===== src/design/ppp_pkg.sv =====
package ppp_pkg;
  localparam int DATA_W = 8;
  localparam int ADDR_W = 3;
  // printer port register indices
  localparam logic [2:0] REG_DATA = 3'h0;
  localparam logic [2:0] REG_STATUS = 3'h1;
  localparam logic [2:0] REG_CONTROL = 3'h2;
  // status field positions
  localparam int ST_BUSY = 7;
  localparam int ST_ACK = 6;
  localparam int ST_PAPER = 5;
  localparam int ST_SEL = 4;
  localparam int ST_ERR = 3;
  localparam int ST_IRQ = 2;
  // control field positions
  localparam int CT_STROBE = 0;
  localparam int CT_FEED = 1;
  localparam int CT_INIT = 2;
  localparam int CT_SELOUT = 3;
  localparam int CT_DIR_IN = 5;
  localparam logic [7:0] CONTROL_RESET = 8'h04;
  localparam logic [7:0] DATA_RESET = 8'h00;
  localparam int BUF_DEPTH = 2;
endpackage


===== src/design/ppp_buffer.sv =====
module ppp_buffer #(
  parameter int WIDTH = 8,
  parameter int DEPTH = 2
) (
  input wire logic clk,
  input wire logic rst,
  input wire logic ce,
  input wire logic in_valid,
  output logic in_ready,
  input wire logic [WIDTH-1:0] in_data,
  output logic out_valid,
  input wire logic out_ready,
  output logic [WIDTH-1:0] out_data
);
  localparam int PW = (DEPTH > 1) ? $clog2(DEPTH) : 1;
  logic [WIDTH-1:0] mem_q [DEPTH];
  logic [PW-1:0] wr_q;
  logic [PW-1:0] rd_q;
  logic [PW:0] cnt_q;
  wire push = in_valid && in_ready;
  wire pop = out_valid && out_ready;
  wire [PW-1:0] wr_nx = (wr_q == PW'(DEPTH - 1)) ? '0 : wr_q + 1'b1;
  wire [PW-1:0] rd_nx = (rd_q == PW'(DEPTH - 1)) ? '0 : rd_q + 1'b1;
  assign in_ready = (cnt_q != (PW + 1)'(DEPTH));
  assign out_valid = (cnt_q != '0);
  assign out_data = mem_q[rd_q];
  always_ff @(posedge clk) begin
    if (rst) begin
      wr_q <= '0;
      rd_q <= '0;
      cnt_q <= '0;
    end else if (ce) begin
      if (push) wr_q <= wr_nx;
      if (pop) rd_q <= rd_nx;
      cnt_q <= cnt_q + (PW + 1)'(push) - (PW + 1)'(pop);
    end
  end
  always_ff @(posedge clk) begin
    if (ce && push) mem_q[wr_q] <= in_data;
  end
endmodule


===== src/design/ppp_host_decode.sv =====
module ppp_host_decode (
  input wire logic serial_one_select,
  input wire logic serial_two_select,
  input wire logic printer_port_select_n,
  input wire logic host_read_strobe_n,
  input wire logic host_write_strobe_n,
  output logic prn_sel,
  output logic prn_rd,
  output logic prn_wr,
  output logic any_rd
);
  // exactly one unit may be selected; otherwise nothing responds
  wire s1 = serial_one_select;
  wire s2 = serial_two_select;
  wire sp = !printer_port_select_n;
  wire one_hot = (32'(s1) + 32'(s2) + 32'(sp)) == 32'd1;
  assign prn_sel = sp && one_hot;
  assign prn_rd = prn_sel && !host_read_strobe_n;
  assign prn_wr = prn_sel && !host_write_strobe_n;
  assign any_rd = one_hot && !host_read_strobe_n;
endmodule


===== src/design/ppp_top.sv =====
module ppp_top (
  input wire logic CLOCK,
  input wire logic RESET,
  input wire logic CE,
  input wire logic SERIAL_ONE_SELECT,
  input wire logic SERIAL_TWO_SELECT,
  input wire logic PRINTER_PORT_SELECT_N,
  input wire logic HOST_READ_STROBE_N,
  input wire logic HOST_WRITE_STROBE_N,
  input wire logic [2:0] HOST_ADDR,
  input wire logic [7:0] HOST_DATA_BUS_IN,
  output logic [7:0] HOST_DATA_BUS_OUT,
  output logic HOST_DATA_BUS_OE,
  output logic BUS_BUFFER_DRIVE_OUT,
  input wire logic PRINTER_OUTPUT_ENABLE_N,
  input wire logic [7:0] PRINTER_DATA_LINES_IN,
  output logic [7:0] PRINTER_DATA_LINES_OUT,
  output logic PRINTER_DATA_LINES_OE,
  input wire logic PRINTER_LATCH_STROBE_N_IN,
  output logic PRINTER_LATCH_STROBE_N_OUT,
  output logic PRINTER_LATCH_STROBE_N_OE,
  input wire logic PAPER_AUTOFEED_N_IN,
  output logic PAPER_AUTOFEED_N_OUT,
  output logic PAPER_AUTOFEED_N_OE,
  input wire logic PRINTER_INIT_N_IN,
  output logic PRINTER_INIT_N_OUT,
  output logic PRINTER_INIT_N_OE,
  input wire logic PRINTER_SELECT_OUT_N_IN,
  output logic PRINTER_SELECT_OUT_N_OUT,
  output logic PRINTER_SELECT_OUT_N_OE,
  output logic PRINTER_IRQ,
  input wire logic PRINTER_ERROR_N_IN,
  input wire logic PRINTER_SELECTED_IN,
  input wire logic PRINTER_BUSY_IN,
  input wire logic PAPER_OUT_IN,
  input wire logic PRINTER_ACK_N_IN,
  input wire logic BUF_OUT_READY,
  output logic BUF_IN_READY
);
  logic prn_sel;
  logic prn_rd;
  logic prn_wr;
  logic any_rd;
  logic [7:0] control_q;
  logic [7:0] rd_q;
  logic rd_oe_q;
  logic wr_prev_q;
  logic irq_q;
  logic [7:0] buf_out;
  logic buf_valid;
  logic buf_in_ready;

  ppp_host_decode u_dec (
    .serial_one_select(SERIAL_ONE_SELECT),
    .serial_two_select(SERIAL_TWO_SELECT),
    .printer_port_select_n(PRINTER_PORT_SELECT_N),
    .host_read_strobe_n(HOST_READ_STROBE_N),
    .host_write_strobe_n(HOST_WRITE_STROBE_N),
    .prn_sel(prn_sel),
    .prn_rd(prn_rd),
    .prn_wr(prn_wr),
    .any_rd(any_rd)
  );

  // one write per strobe: capture on its first sampled cycle
  wire wr_edge = prn_wr && !wr_prev_q;
  wire wr_data = wr_edge && (HOST_ADDR == ppp_pkg::REG_DATA);
  wire wr_ctrl = wr_edge && (HOST_ADDR == ppp_pkg::REG_CONTROL);

  ppp_buffer #(
    .WIDTH(ppp_pkg::DATA_W),
    .DEPTH(ppp_pkg::BUF_DEPTH)
  ) u_buf (
    .clk(CLOCK),
    .rst(RESET),
    .ce(CE),
    .in_valid(wr_data),
    .in_ready(buf_in_ready),
    .in_data(HOST_DATA_BUS_IN),
    .out_valid(buf_valid),
    .out_ready(BUF_OUT_READY),
    .out_data(buf_out)
  );
  assign BUF_IN_READY = buf_in_ready;

  // pin drive gating
  wire pins_on = !PRINTER_OUTPUT_ENABLE_N;
  wire data_drive = pins_on && prn_sel && !control_q[ppp_pkg::CT_DIR_IN];

  // irq: error low or paper out
  wire irq_cause = !PRINTER_ERROR_N_IN || PAPER_OUT_IN;

  wire [7:0] status_word = {
    PRINTER_BUSY_IN,
    PRINTER_ACK_N_IN,
    PAPER_OUT_IN,
    PRINTER_SELECTED_IN,
    PRINTER_ERROR_N_IN,
    irq_q,
    2'h0
  };
  wire [7:0] data_view = control_q[ppp_pkg::CT_DIR_IN] ? PRINTER_DATA_LINES_IN : buf_out;
  wire [7:0] rd_mux = (HOST_ADDR == ppp_pkg::REG_DATA) ? data_view :
                      (HOST_ADDR == ppp_pkg::REG_STATUS) ? status_word :
                      (HOST_ADDR == ppp_pkg::REG_CONTROL) ? control_q : 8'h00;

  always_ff @(posedge CLOCK) begin
    if (RESET) begin
      control_q <= ppp_pkg::CONTROL_RESET;
      wr_prev_q <= 1'b0;
    end else if (CE) begin
      wr_prev_q <= prn_wr;
      if (wr_ctrl) control_q <= HOST_DATA_BUS_IN;
    end
  end

  always_ff @(posedge CLOCK) begin
    if (RESET) begin
      irq_q <= 1'b0;
    end else if (CE) begin
      irq_q <= irq_cause;
    end
  end

  always_ff @(posedge CLOCK) begin
    if (RESET) begin
      rd_q <= 8'h00;
      rd_oe_q <= 1'b0;
    end else if (CE) begin
      rd_q <= prn_rd ? rd_mux : 8'h00;
      rd_oe_q <= prn_rd;
    end
  end

  assign HOST_DATA_BUS_OUT = rd_q;
  assign HOST_DATA_BUS_OE = rd_oe_q && prn_rd;
  assign BUS_BUFFER_DRIVE_OUT = any_rd;
  assign PRINTER_IRQ = irq_q;

  assign PRINTER_DATA_LINES_OUT = buf_out;
  assign PRINTER_DATA_LINES_OE = data_drive;
  // active-low controls: bit set means line pulled low, except init, where a clear bit pulls the line low
  assign PRINTER_LATCH_STROBE_N_OUT = !control_q[ppp_pkg::CT_STROBE];
  assign PAPER_AUTOFEED_N_OUT = !control_q[ppp_pkg::CT_FEED];
  assign PRINTER_INIT_N_OUT = control_q[ppp_pkg::CT_INIT];
  assign PRINTER_SELECT_OUT_N_OUT = !control_q[ppp_pkg::CT_SELOUT];
  assign PRINTER_LATCH_STROBE_N_OE = pins_on;
  assign PAPER_AUTOFEED_N_OE = pins_on;
  assign PRINTER_INIT_N_OE = pins_on;
  assign PRINTER_SELECT_OUT_N_OE = pins_on;

  a_irq_follows: assert property (@(posedge CLOCK) disable iff (RESET)
    CE && !PRINTER_ERROR_N_IN |=> PRINTER_IRQ)
    else $error("irq not raised on error");
  a_irq_paper: assert property (@(posedge CLOCK) disable iff (RESET)
    CE && PAPER_OUT_IN |=> PRINTER_IRQ)
    else $error("irq not raised on paper out");
  a_irq_reset: assert property (@(posedge CLOCK)
    RESET |=> !PRINTER_IRQ)
    else $error("irq not cleared by reset");
  a_pins_float: assert property (@(posedge CLOCK) disable iff (RESET)
    PRINTER_OUTPUT_ENABLE_N |-> !PRINTER_DATA_LINES_OE && !PRINTER_LATCH_STROBE_N_OE)
    else $error("printer pins driven while disabled");
  a_data_desel: assert property (@(posedge CLOCK) disable iff (RESET)
    PRINTER_PORT_SELECT_N |-> !PRINTER_DATA_LINES_OE)
    else $error("data lines driven while deselected");
  a_bus_idle: assert property (@(posedge CLOCK) disable iff (RESET)
    HOST_READ_STROBE_N |-> !HOST_DATA_BUS_OE)
    else $error("host bus driven without read");
  a_buffer_read: assert property (@(posedge CLOCK) disable iff (RESET)
    HOST_DATA_BUS_OE |-> BUS_BUFFER_DRIVE_OUT)
    else $error("bus buffer not steered on read");
  a_one_select: assert property (@(posedge CLOCK) disable iff (RESET)
    (SERIAL_ONE_SELECT && !PRINTER_PORT_SELECT_N) |-> !HOST_DATA_BUS_OE)
    else $error("responded with two selects");
  a_ctrl_write: assert property (@(posedge CLOCK) disable iff (RESET)
    CE && wr_ctrl |=> control_q == $past(HOST_DATA_BUS_IN))
    else $error("control write lost");

  a_irq_clear: assert property (@(posedge CLOCK) disable iff (RESET)
    CE && PRINTER_ERROR_N_IN && !PAPER_OUT_IN |=> !PRINTER_IRQ)
    else $error("irq held without cause");
  a_irq_status: assert property (@(posedge CLOCK) disable iff (RESET)
    CE && prn_rd && HOST_ADDR == ppp_pkg::REG_STATUS |=>
      HOST_DATA_BUS_OUT[ppp_pkg::ST_IRQ] == $past(PRINTER_IRQ))
    else $error("irq level not shown in status");
  a_pins_drive: assert property (@(posedge CLOCK) disable iff (RESET)
    !PRINTER_OUTPUT_ENABLE_N |-> PRINTER_LATCH_STROBE_N_OE && PAPER_AUTOFEED_N_OE &&
      PRINTER_INIT_N_OE && PRINTER_SELECT_OUT_N_OE)
    else $error("printer pins not driven while enabled");
  a_ctl_float: assert property (@(posedge CLOCK) disable iff (RESET)
    PRINTER_OUTPUT_ENABLE_N |-> !PAPER_AUTOFEED_N_OE && !PRINTER_INIT_N_OE &&
      !PRINTER_SELECT_OUT_N_OE)
    else $error("control pins driven while disabled");
  a_data_dir: assert property (@(posedge CLOCK) disable iff (RESET)
    control_q[ppp_pkg::CT_DIR_IN] |-> !PRINTER_DATA_LINES_OE)
    else $error("data lines driven in input direction");
  a_data_drive: assert property (@(posedge CLOCK) disable iff (RESET)
    !PRINTER_OUTPUT_ENABLE_N && prn_sel && !control_q[ppp_pkg::CT_DIR_IN] |->
      PRINTER_DATA_LINES_OE)
    else $error("data lines not driven while selected");
  a_head_ready: assert property (@(posedge CLOCK) disable iff (RESET)
    !buf_valid |-> BUF_IN_READY)
    else $error("empty buffer refuses a byte");

  a_strobe_low: assert property (@(posedge CLOCK) disable iff (RESET)
    CE && wr_ctrl && HOST_DATA_BUS_IN[ppp_pkg::CT_STROBE] |=> !PRINTER_LATCH_STROBE_N_OUT)
    else $error("strobe not pulled low");
  a_strobe_high: assert property (@(posedge CLOCK) disable iff (RESET)
    CE && wr_ctrl && !HOST_DATA_BUS_IN[ppp_pkg::CT_STROBE] |=> PRINTER_LATCH_STROBE_N_OUT)
    else $error("strobe not released");
  a_feed_low: assert property (@(posedge CLOCK) disable iff (RESET)
    CE && wr_ctrl && HOST_DATA_BUS_IN[ppp_pkg::CT_FEED] |=> !PAPER_AUTOFEED_N_OUT)
    else $error("autofeed not pulled low");
  a_feed_high: assert property (@(posedge CLOCK) disable iff (RESET)
    CE && wr_ctrl && !HOST_DATA_BUS_IN[ppp_pkg::CT_FEED] |=> PAPER_AUTOFEED_N_OUT)
    else $error("autofeed not released");
  a_select_low: assert property (@(posedge CLOCK) disable iff (RESET)
    CE && wr_ctrl && HOST_DATA_BUS_IN[ppp_pkg::CT_SELOUT] |=> !PRINTER_SELECT_OUT_N_OUT)
    else $error("printer select not pulled low");
  a_select_high: assert property (@(posedge CLOCK) disable iff (RESET)
    CE && wr_ctrl && !HOST_DATA_BUS_IN[ppp_pkg::CT_SELOUT] |=> PRINTER_SELECT_OUT_N_OUT)
    else $error("printer select not released");
  a_init_low: assert property (@(posedge CLOCK) disable iff (RESET)
    CE && wr_ctrl && !HOST_DATA_BUS_IN[ppp_pkg::CT_INIT] |=> !PRINTER_INIT_N_OUT)
    else $error("init not pulled low");
  a_init_high: assert property (@(posedge CLOCK) disable iff (RESET)
    CE && wr_ctrl && HOST_DATA_BUS_IN[ppp_pkg::CT_INIT] |=> PRINTER_INIT_N_OUT)
    else $error("init not released");
  a_strobe_reset: assert property (@(posedge CLOCK)
    RESET |=> PRINTER_LATCH_STROBE_N_OUT)
    else $error("strobe active after reset");
  a_init_reset: assert property (@(posedge CLOCK)
    RESET |=> PRINTER_INIT_N_OUT)
    else $error("init active after reset");

  a_ctrl_hold: assert property (@(posedge CLOCK) disable iff (RESET)
    !(CE && wr_ctrl) |=> $stable(control_q))
    else $error("control changed without write");
  a_wr_refused: assert property (@(posedge CLOCK) disable iff (RESET)
    SERIAL_ONE_SELECT || SERIAL_TWO_SELECT |=> $stable(control_q))
    else $error("printer took write meant for serial unit");
  a_rd_drive: assert property (@(posedge CLOCK) disable iff (RESET)
    CE && prn_rd ##1 prn_rd |-> HOST_DATA_BUS_OE)
    else $error("host bus not driven on read");
  a_ctrl_read: assert property (@(posedge CLOCK) disable iff (RESET)
    CE && prn_rd && HOST_ADDR == ppp_pkg::REG_CONTROL |=>
      HOST_DATA_BUS_OUT == $past(control_q))
    else $error("control read wrong");
  a_addr_unmapped: assert property (@(posedge CLOCK) disable iff (RESET)
    CE && prn_rd && HOST_ADDR > ppp_pkg::REG_CONTROL |=> HOST_DATA_BUS_OUT == 8'h00)
    else $error("unmapped read not zero");
  a_data_read: assert property (@(posedge CLOCK) disable iff (RESET)
    CE && prn_rd && HOST_ADDR == ppp_pkg::REG_DATA && control_q[ppp_pkg::CT_DIR_IN] |=>
      HOST_DATA_BUS_OUT == $past(PRINTER_DATA_LINES_IN))
    else $error("input data read wrong");
  a_buffer_printer: assert property (@(posedge CLOCK) disable iff (RESET)
    !HOST_READ_STROBE_N && !PRINTER_PORT_SELECT_N && !SERIAL_ONE_SELECT &&
      !SERIAL_TWO_SELECT |-> BUS_BUFFER_DRIVE_OUT)
    else $error("bus buffer idle on printer read");
  a_buffer_serial: assert property (@(posedge CLOCK) disable iff (RESET)
    !HOST_READ_STROBE_N && SERIAL_TWO_SELECT && !SERIAL_ONE_SELECT &&
      PRINTER_PORT_SELECT_N |-> BUS_BUFFER_DRIVE_OUT)
    else $error("bus buffer idle on serial read");
  a_buffer_idle: assert property (@(posedge CLOCK) disable iff (RESET)
    HOST_READ_STROBE_N |-> !BUS_BUFFER_DRIVE_OUT)
    else $error("bus buffer steered without read");

  a_status_busy: assert property (@(posedge CLOCK) disable iff (RESET)
    CE && prn_rd && HOST_ADDR == ppp_pkg::REG_STATUS |=>
      HOST_DATA_BUS_OUT[ppp_pkg::ST_BUSY] == $past(PRINTER_BUSY_IN))
    else $error("busy level not shown in status");
  a_status_ack: assert property (@(posedge CLOCK) disable iff (RESET)
    CE && prn_rd && HOST_ADDR == ppp_pkg::REG_STATUS |=>
      HOST_DATA_BUS_OUT[ppp_pkg::ST_ACK] == $past(PRINTER_ACK_N_IN))
    else $error("ack level not shown in status");
  a_status_paper: assert property (@(posedge CLOCK) disable iff (RESET)
    CE && prn_rd && HOST_ADDR == ppp_pkg::REG_STATUS |=>
      HOST_DATA_BUS_OUT[ppp_pkg::ST_PAPER] == $past(PAPER_OUT_IN))
    else $error("paper level not shown in status");
  a_status_select: assert property (@(posedge CLOCK) disable iff (RESET)
    CE && prn_rd && HOST_ADDR == ppp_pkg::REG_STATUS |=>
      HOST_DATA_BUS_OUT[ppp_pkg::ST_SEL] == $past(PRINTER_SELECTED_IN))
    else $error("selected level not shown in status");
  a_status_error: assert property (@(posedge CLOCK) disable iff (RESET)
    CE && prn_rd && HOST_ADDR == ppp_pkg::REG_STATUS |=>
      HOST_DATA_BUS_OUT[ppp_pkg::ST_ERR] == $past(PRINTER_ERROR_N_IN))
    else $error("error level not shown in status");
endmodule


===== config.mk =====
export PLATFORM = sky130hd
export DESIGN_NAME = ppp_top
export DESIGN_NICKNAME = d
export VERILOG_FILES = /design/src/design/ppp_pkg.sv /design/src/design/ppp_buffer.sv /design/src/design/ppp_host_decode.sv /design/src/design/ppp_top.sv
export SDC_FILE = /design/constraint.sdc
export NUM_CORES = 1
export LEC_CHECK = 0
export BUFFER_PORTS_ARGS = -buffer_cell sky130_fd_sc_hd__buf_2
export CAP_MARGIN = 25
export CORE_UTILIZATION = 45
export CTS_CLUSTER_DIAMETER = 120
export DETAILED_ROUTE_END_ITERATION = 10
export GPL_TIMING_DRIVEN = 0
export PLACE_DENSITY = 0.76
export SKIP_CTS_REPAIR_TIMING = 1
export SYNTH_ARGS = -nofsm -noshare
export SYNTH_HDL_FRONTEND = slang
export SYNTH_HIERARCHICAL = 1
export SYNTH_SLANG_ARGS = --single-unit

===== constraint.sdc =====
create_clock -name CLOCK -period 2.6 [get_ports CLOCK]
set_input_delay 0.26 -clock CLOCK [delete_from_list [all_inputs] [get_ports CLOCK]]
set_output_delay 0.26 -clock CLOCK [all_outputs]
set_load 0.1 [all_outputs]

==> impl_metrics.yaml, run 1 <==
status:
  status: "complete, no violations"
critical_path:
  worstSetupEndpointType: "flip-flop"
  ff2ff_path_depth: 8
  r2r_start: "u_buf/cnt_q[1]"
  critical_path_class: "in -> reg"
  r2r-end: "u_buf/cnt_q[1]"
  crit_path_start_kind: "input pin"
  crit_path_max_fanout: 4
  critPathArrivalTime_ps: 2590
  crit_required_ps: 2780
  r2r_slack_ps: 800
timing:
  grt_setup_unrepaired: "false"
  slew-limit-headroom: 0.495
  holdWs_ps: 171
  hold_viol: 0
  report.final.slew_viol_count: 0
  layout_min_cycle_time_ps: 2400
  max_freq_mhz: 416
  skew_ps: 4.94
  min_period_over_period: 0.925
  finalSetupViolCount: 0
  tightestPinTransition_ps: 755
logic_synthesis:
  synth-xor-area-share: 0.00897
  synthSimpleGateAreaFrac: 0.173
  synth_top_cell_by_area: "dfxtp_1"
  synthTopCellsByArea: "dfxtp_1, edfxtp_1, mux2i_1"
  ys.warnings.count: 6
  synth_top_family_by_area: "simple AND/OR/NAND/NOR gates"
  synth_fp_nets: 220
  synthFlopType: "dfxtp_1"
  synth.distinct_cells: 44
  syn_area_um2: 1950
  synth_edf_count: 16
  synthMuxAreaShare: 0.106
  synth-compound-area-share: 0.126
  ys_async_sr_fraction: 0
  synth-seq-area-share: 0.492
  ys_ff_latch: 40
  yosysTopAreaCellShare: 0.246
  avgSynthCellArea_um2: 10.9
  synthCells: 179
  synthAdderAreaFrac: 0.0231
power:
  power.share.switching: 0.266
  p_clk_frac: 0.324
  p_leak_nw: 0.985
  power_w: 0.00122
  ir_worst_vdd_uv: 298
  p_comb_frac: 0.138
  p_per_area_nw_per_um2: 502
  seqPwrFrac: 0.538
  p_sw_w: 0.000325
  cellInternalPower_w: 0.000895
die:
  boundaryPins: 67
  start_util: 0.478
  die_x_um: 67.9
  core_area_um2: 4090
  die_h_um: 67.9
  rows: 23
  die-area_um2: 4610
clock_network:
  clockRootBuffer: "clkbuf_8"
  cts_tree: "yes"
  cts_htree_levels: 2
  cts_buffer_depth: 2
  clk_latency_ps: 290
  path_clk_slew_ps: 80
  cts_inserted_buffers: 5
  cts.sinks: 40
placement:
  routabilityCongestion: 0.767
  dp.cells: 290
  portBuffers: 61
  postPlaceCellArea_um2: 2330
  hpwlAfterDp_um: 3160
cells_and_area:
  final_cells: 298
  final_cell_mix: "buf_2, dfxtp_1, edfxtp_1"
  fin_util: 0.594
  area_growth_pct: 24.3
  finalNetCount: 288
  antenna_cells: 0
  finish.instance_area_um2: 2430
  final_common_cell: "buf_2"
  final_layout_size_suffix_gt1_frac: 0.379
grt:
  top_usage_layer: "met2"
  grt.met1_usage: 0.231
  antenna_found_initial: 0
  grt_pass1_wl_um: 6490
  met2_usage: 0.324
  grt_max_degree: 14
  grtUsageTotal: 0.192
  overflow: 0
  grt_use_met3: 0.0533
  grt_pass1_vias: 1421
drt:
  vias_per_cell: 5.34
  wl_per_cell_um: 14.3
  drt_iter0_markers: 121
  firstDrtPassIters: 4
  ant_nets: 0
  wl_um: 4260
  drc: 0
  num_vias: 1591
job:
  drv_cap: 0
hold_path:
  hold_path_depth: 1
  min_to: "u_buf/mem_q[0][1]"
  hp-class: "in -> reg"
  hold_start: "HOST_DATA_BUS_IN[1]"
==> worst max-delay path: stages <==
cell     delay [ps]
buf_2           130
inv_1            60
fa_1            470
nor4b_4         360
and3b_1         270
nand2_1          80
ha_1            270
inv_1            40
ha_1            170
xor2_1          180
a21oi_1          90
a31o_2          210
==> sequential cells by signal, indices dropped and copies added (netlist names), named ones only <==
name and cells:
HOST_DATA_BUS_OUT 8, PRINTER_IRQ 1, control_q 8, rd_oe_q 1
u_buf/cnt_q 2, u_buf/mem_q 16, u_buf/rd_q 1, u_buf/wr_q 1
wr_prev_q 1
==> kinds of logic (layout without fill, tap and decap cells) <==
family | Yosys count | after routing
AND/OR/NAND/NOR | 54 | 54
flip-flops | 40 | 40
AO/OA/AOI/OAI | 37 | 37
buffers and inverters | 24 | 93
multiplexers | 19 | 19
adder cells (fa/ha/maj) | 3 | 3
XOR/XNOR | 2 | 2
==> synthesized netlist by cell type (3+ instances only) <==
master,number
o21ai_1,9
nand3_1,7
inv_1,13
dfxtp_1,24
edfxtp_1,16
mux2_2,4
nor2b_1,3
buf_4,4
nor2_1,11
mux2_1,6
a21oi_1,9
and2b_1,3
buf_6,4
o22ai_1,6
a32o_1,6
nand2_1,10
mux2i_1,8
==> how the worst max path moves through the flow <==
| stage | from | end | slack (ps) |
|---|---|---|---|
| after floorplan | SERIAL_ONE_SELECT | u_buf/cnt_q[1] | 40 |
| after global placement | SERIAL_ONE_SELECT | u_buf/cnt_q[1] | -270 |
| after detailed placement | SERIAL_ONE_SELECT | u_buf/cnt_q[1] | -330 |
| after CTS | SERIAL_ONE_SELECT | u_buf/cnt_q[1] | -40 |
| after global routing | PRINTER_PORT_SELECT_N | u_buf/cnt_q[1] | 8 |
| final | PRINTER_PORT_SELECT_N | u_buf/cnt_q[1] | 200 |
==> per-stage QoR <==
stage          setup TNS (ps)  worst slack, ps
4_1_cts                 -37.8            -35.5
6_report                    0              196
3_5_place_dp            -4750             -326
2_1_floorplan               0             35.6
5_1_grt                     0             7.52
3_3_place_gp            -3990             -273
==> power by group through the flow <==
stage	clock (W)	sequential [W]	combinational, W
2_1_floorplan	0	0.000683	0.0000978
3_3_place_gp	0	0.000670	0.000163
3_5_place_dp	0	0.000671	0.000164
4_1_cts	0.000403	0.000656	0.000165
5_1_grt	0.000433	0.000656	0.000179
6_report	0.000395	0.000656	0.000168
==> area by class of cell <==
type,count,area [µm²]
fillers,364,1660
flip-flops and latches,40,961
multi-input cells,115,875
repair buffers,61,305
plain buffers,11,88.8
clock buffers,5,68.8
well taps,50,62.6
inverters,13,48.8
clock inverters,3,18.8
==> per-layer routing <==
layer / vias up / routed length (µm) / share of wire
met4: 0 / 72 / 0.017
met2: 51 / 2160 / 0.51
met5: - / 0 / 0
met1: 752 / 1760 / 0.41
li1: 782 / - / -
met3: 6 / 265 / 0.062
Power figures use the tool's default switching activity.
==> inputs of run 2 (changes only) <==
Settings changed: CORE_MARGIN set to 5, CORE_UTILIZATION 45 to 53, PLACE_DENSITY 0.76 to 0.85.
Clock period 2.6 ns to 2.8 ns, I/O delays scaled along.
==> run 2 against run 1 <==
  * Combinational power decreased by 8%
  * Total power increased by 1.5%
  * Worst hold slack improved by 15 ps
  * Largest cell class unchanged
  * Highest routed layer unchanged
==> impl_metrics.yaml, run 2 (synthesized netlist as in run 1, its figures left out) <==
critical_path:
  r2r_start: "u_buf/cnt_q[1]"
  crit_required_ps: 2990
  cpPeakStageDelay_ps: 520
  r2r-end: "u_buf/cnt_q[1]"
  crit_path_start_kind: "input pin"
  critPathArrivalTime_ps: 2650
  worstSetupEndpointType: "flip-flop"
  crit_path_max_fanout: 4
  r2r_slack_ps: 1000
  critical_path_class: "in -> reg"
  cpMaxStageDelayCell: "fa_1"
  crit_chain: "buf_2, inv_1, fa_1, nor4b_2, and3b_1, nand2_1, ha_1, inv_1, ha_1, xor2_1, a21oi_1, a31o_2"
  ff2ff_path_depth: 8
hold_path:
  hp-class: "in -> reg"
  min_to: "u_buf/mem_q[1][3]"
  hold_path_depth: 1
  hold_start: "HOST_DATA_BUS_IN[3]"
grt:
  grtUsageTotal: 0.177
  overflow: 0
  grt_max_degree: 15
  grt_pass1_vias: 1551
  grt_pass1_wl_um: 7010
  antenna_found_initial: 0
cells_and_area:
  largest_register_ffs: 16
  antenna_cells: 0
  seq_area_um2: 961
  top_register: "u_buf/mem_q"
  multiInputGateArea_um2: 866
  final_common_cell: "buf_2"
  fill_cells: 292
  finalNetCount: 288
  fin_util: 0.678
  final_cell_mix: "buf_2, dfxtp_1, edfxtp_1"
  area_growth_pct: 25.2
  final_layout_size_suffix_gt1_frac: 0.383
  final_cells: 296
power:
  cellInternalPower_w: 0.000926
  p_sw_w: 0.000312
  p_leak_nw: 1.00
  power.share.switching: 0.252
  ir_worst_vdd_uv: 366
  p_per_area_nw_per_um2: 506
  p_clk_frac: 0.384
  p_comb_frac: 0.124
  seqPwrFrac: 0.492
clock_network:
  path_clk_slew_ps: 80
  cts_buffer_depth: 2
  cts_inserted_buffers: 5
  cts_htree_levels: 2
  clk_latency_ps: 290
  cts.sinks: 40
  clockRootBuffer: "clkbuf_8"
  cts_tree: "yes"
drt:
  vias_per_cell: 5.34
  top_layer_used: "met4"
  wl_met2_um: 2060
  ant_nets: 0
  wl_um: 4240
  drc: 0
  num_vias: 1581
  wl_met1_um: 1760
  drt_iter0_markers: 87
  met3_length_um: 308
  wl_per_cell_um: 14.3
  firstDrtPassIters: 4
timing:
  report.final.slew_viol_count: 0
  max_freq_mhz: 406
  layout_min_cycle_time_ps: 2460
  slew-limit-headroom: 0.539
  min_period_over_period: 0.879
  finalSetupTns_ps: 0
  finalSetupViolCount: 0
  skew_ps: 4.26
  grt_setup_unrepaired: "false"
  tightestPinTransition_ps: 689
  hold_viol: 0
job:
  drv_cap: 0
placement:
  portBuffers: 61
  hpwlAfterDp_um: 3280
  routabilityCongestion: 0.776
  dp.cells: 288
die:
  die_x_um: 70.7
  rows: 22
  start_util: 0.542
  die_h_um: 70.7
  die-area_um2: 5000
  core_area_um2: 3610
  boundaryPins: 67
status:
  status: "complete, no violations"
[run 2: cell count changes in the layout (fill, tap and decap cells not counted)]
cell        delta
clkinv_4       +2
clkinvlp_4     -2
bufinv_16      +1
clkinv_1       -1
nor4b_2        +1
nor4b_4        -1
[run 2: power groups by stage]
stage               registers, W   logic, W  clock network, W
global route            0.000609   0.000164          0.000522
finish                  0.000609   0.000154          0.000475
global placement        0.000623   0.000150                 0
floorplan               0.000635  0.0000908                 0
detailed placement      0.000623   0.000152                 0
CTS                     0.000609   0.000153          0.000484
[run 2: final cells by class]
class / instances / area share
sequential: 40 / 0.393
multi-input combinational: 115 / 0.354
timing repair buffer: 61 / 0.125
buffer: 11 / 0.0363
clock buffer: 5 / 0.0281
tap: 48 / 0.0246
inverter: 13 / 0.0199
clock inverter: 3 / 0.0194
[run 2: worst max path at each step]
stage | startpoint | to | depth (start not counted)
global placement | SERIAL_ONE_SELECT | u_buf/cnt_q[1] | 11
CTS | PRINTER_PORT_SELECT_N | u_buf/cnt_q[1] | 12
floorplan | SERIAL_ONE_SELECT | u_buf/cnt_q[1] | 10
global route | PRINTER_PORT_SELECT_N | u_buf/cnt_q[1] | 12
detailed placement | PRINTER_PORT_SELECT_N | u_buf/cnt_q[1] | 12
finish | PRINTER_PORT_SELECT_N | u_buf/cnt_q[1] | 12
[run 2: routing by layer]
layer,vias up,GRT usage
met3,10,0.0653
li1,777,-
met2,49,0.287
met1,745,0.211
met4,0,0.0731
met5,-,0
[run 2: critical path: cells and delay by family]
kind | cells | cell delay, ps
fa+ha+maj | 3 | 960
simple gates | 3 | 720
compound gates | 2 | 300
buf+inv | 3 | 220
xor+xnor | 1 | 170
[run 2: stage by stage]
step | cell area (µm²) | total power (W) | setup WS, ps | hold slack (ps)
floorplan | 1960 | 0.000725 | 216 | 352
detailed placement | 2320 | 0.000775 | -168 | 442
CTS | 2440 | 0.00125 | 143 | 179
finish | 2450 | 0.00124 | 339 | 186
global placement | 2320 | 0.000773 | -104 | 437
global route | 2450 | 0.00130 | 187 | 167
==> inputs of run 3 (changes only) <==
Settings changed: CORE_MARGIN 5 to unset.
==> run 3 against run 2 <==
  * Register-to-register slack barely moved
  * Clock skew rose by 1.7 ps
  * Worst setup slack got worse by 28 ps
  * Global-route usage up 6.0 points
  * Via count down 0.89%
  * Combinational power about the same
  * Sequential power hardly changed
  * Largest cell class unchanged
==> impl_metrics.yaml, run 3 (synthesized netlist as in run 1, its figures left out) <==
timing:
  layout_min_cycle_time_ps: 2490
  tightestPinTransition_ps: 690
  skew_ps: 6.00
  min_period_over_period: 0.889
  finalSetupViolCount: 0
  max_freq_mhz: 402
  report.final.slew_viol_count: 0
  grt_setup_unrepaired: "false"
  hold_viol: 0
  slew-limit-headroom: 0.538
  finalSetupTns_ps: 0
die:
  core_area_um2: 3440
  boundaryPins: 67
  start_util: 0.567
  die_x_um: 62.7
  rows: 21
  die_h_um: 62.7
  die-area_um2: 3930
cells_and_area:
  antenna_cells: 0
  final_common_cell: "buf_2"
  final_cells: 294
  finalNetCount: 288
  largest_register_ffs: 16
  fin_util: 0.722
  final_layout_size_suffix_gt1_frac: 0.383
  final_cell_mix: "buf_2, dfxtp_1, edfxtp_1"
  top_register: "u_buf/mem_q"
  area_growth_pct: 27.3
  fill_cells: 252
critical_path:
  cpMaxStageDelayCell: "fa_1"
  cpPeakStageDelay_ps: 530
  r2r_slack_ps: 990
  ff2ff_path_depth: 8
  critPathArrivalTime_ps: 2680
  crit_path_max_fanout: 4
  r2r_start: "u_buf/cnt_q[1]"
  r2r-end: "u_buf/cnt_q[1]"
  cp-startpoint: "PRINTER_PORT_SELECT_N"
  crit_required_ps: 2990
  crit_path_start_kind: "input pin"
  worstSetupEndpointType: "flip-flop"
  crit_chain: "buf_2, inv_1, fa_1, nor4b_2, and3b_1, nand2_1, ha_1, inv_1, ha_1, xor2_1, a21oi_1, a31o_2"
  critical_path_class: "in -> reg"
status:
  status: "complete, no violations"
clock_network:
  cts.sinks: 40
  path_clk_slew_ps: 80
  cts_inserted_buffers: 5
  clk_latency_ps: 290
  cts_tree: "yes"
  cts_buffer_depth: 2
  cts_htree_levels: 2
  clockRootBuffer: "clkbuf_8"
grt:
  grt_pass1_wl_um: 7000
  grt_pass1_vias: 1544
  antenna_found_initial: 0
  grtUsageTotal: 0.236
  overflow: 0
  grt_max_degree: 14
power:
  p_leak_nw: 1.02
  ir_worst_vdd_uv: 406
  power.share.switching: 0.216
  cellInternalPower_w: 0.00110
  power_w: 0.00141
  p_sw_w: 0.000303
  p_per_area_nw_per_um2: 566
  p_clk_frac: 0.457
  p_comb_frac: 0.110
  seqPwrFrac: 0.433
drt:
  drt_iter0_markers: 60
  wl_um: 4260
  num_vias: 1567
  ant_nets: 0
  vias_per_cell: 5.33
  drc: 0
  firstDrtPassIters: 4
  wl_per_cell_um: 14.5
hold_path:
  min_to: "u_buf/mem_q[0][4]"
  hold_path_depth: 1
  hold_start: "HOST_DATA_BUS_IN[4]"
  hp-class: "in -> reg"
placement:
  dp.cells: 286
  portBuffers: 61
  hpwlAfterDp_um: 3200
  routabilityCongestion: 0.757
job:
  drv_cap: 0
## run 3: cell count changes in the layout (fill, tap and decap cells not counted), sizes merged
cell,change
bufinv,+2
clkinv,-2
## run 3: metal layers
| layer | global-route usage | wire [µm] | up-vias |
|---|---|---|---|
| met5 | 0 | 0 | - |
| met4 | 0.0959 | 74 | 0 |
| met3 | 0.0639 | 184 | 6 |
| met2 | 0.412 | 2200 | 47 |
| met1 | 0.273 | 1800 | 736 |
| li1 | - | - | 778 |
## run 3: worst max-delay path, delay by kind of cell
kind / cells / cell delay (ps)
compound gates: 2 / 300
fa+ha+maj: 3 / 970
buf+inv: 3 / 210
xor+xnor: 1 / 170
simple gates: 3 / 740
## run 3: final cells by class
cell class	instances	area, µm²	share of cell area
clock buffers	5	68.8	0.0277
repair buffers	61	305	0.123
clock inverters	3	90.1	0.0362
multi-input cells	115	866	0.348
plain buffers	11	88.8	0.0357
inverters	13	48.8	0.0196
well taps	46	57.6	0.0232
flip-flops and latches	40	961	0.387
## run 3: stage by stage
step	worst slack, ps	hold slack (ps)	cell area, µm²
after global placement	-125	445	2320
after CTS	97.2	180	2480
after global routing	91.9	177	2490
after floorplan	216	352	1960
final	311	187	2490
after detailed placement	-203	453	2320
## run 3: how the worst max path moves through the flow
stage / end / slack (ps)
CTS: u_buf/cnt_q[1] / 100
global route: u_buf/cnt_q[1] / 90
detailed placement: u_buf/cnt_q[1] / -200
global placement: u_buf/cnt_q[1] / -120
finish: u_buf/cnt_q[1] / 310
floorplan: u_buf/cnt_q[1] / 220
## run 3: power by group through the flow
stage	sequential [W]	clock, W	combinational [W]
detailed placement	0.000623	0	0.000153
global placement	0.000623	0	0.000150
finish	0.000609	0.000642	0.000155
floorplan	0.000635	0	0.0000908
global route	0.000610	0.000679	0.000165
CTS	0.000609	0.000653	0.000154
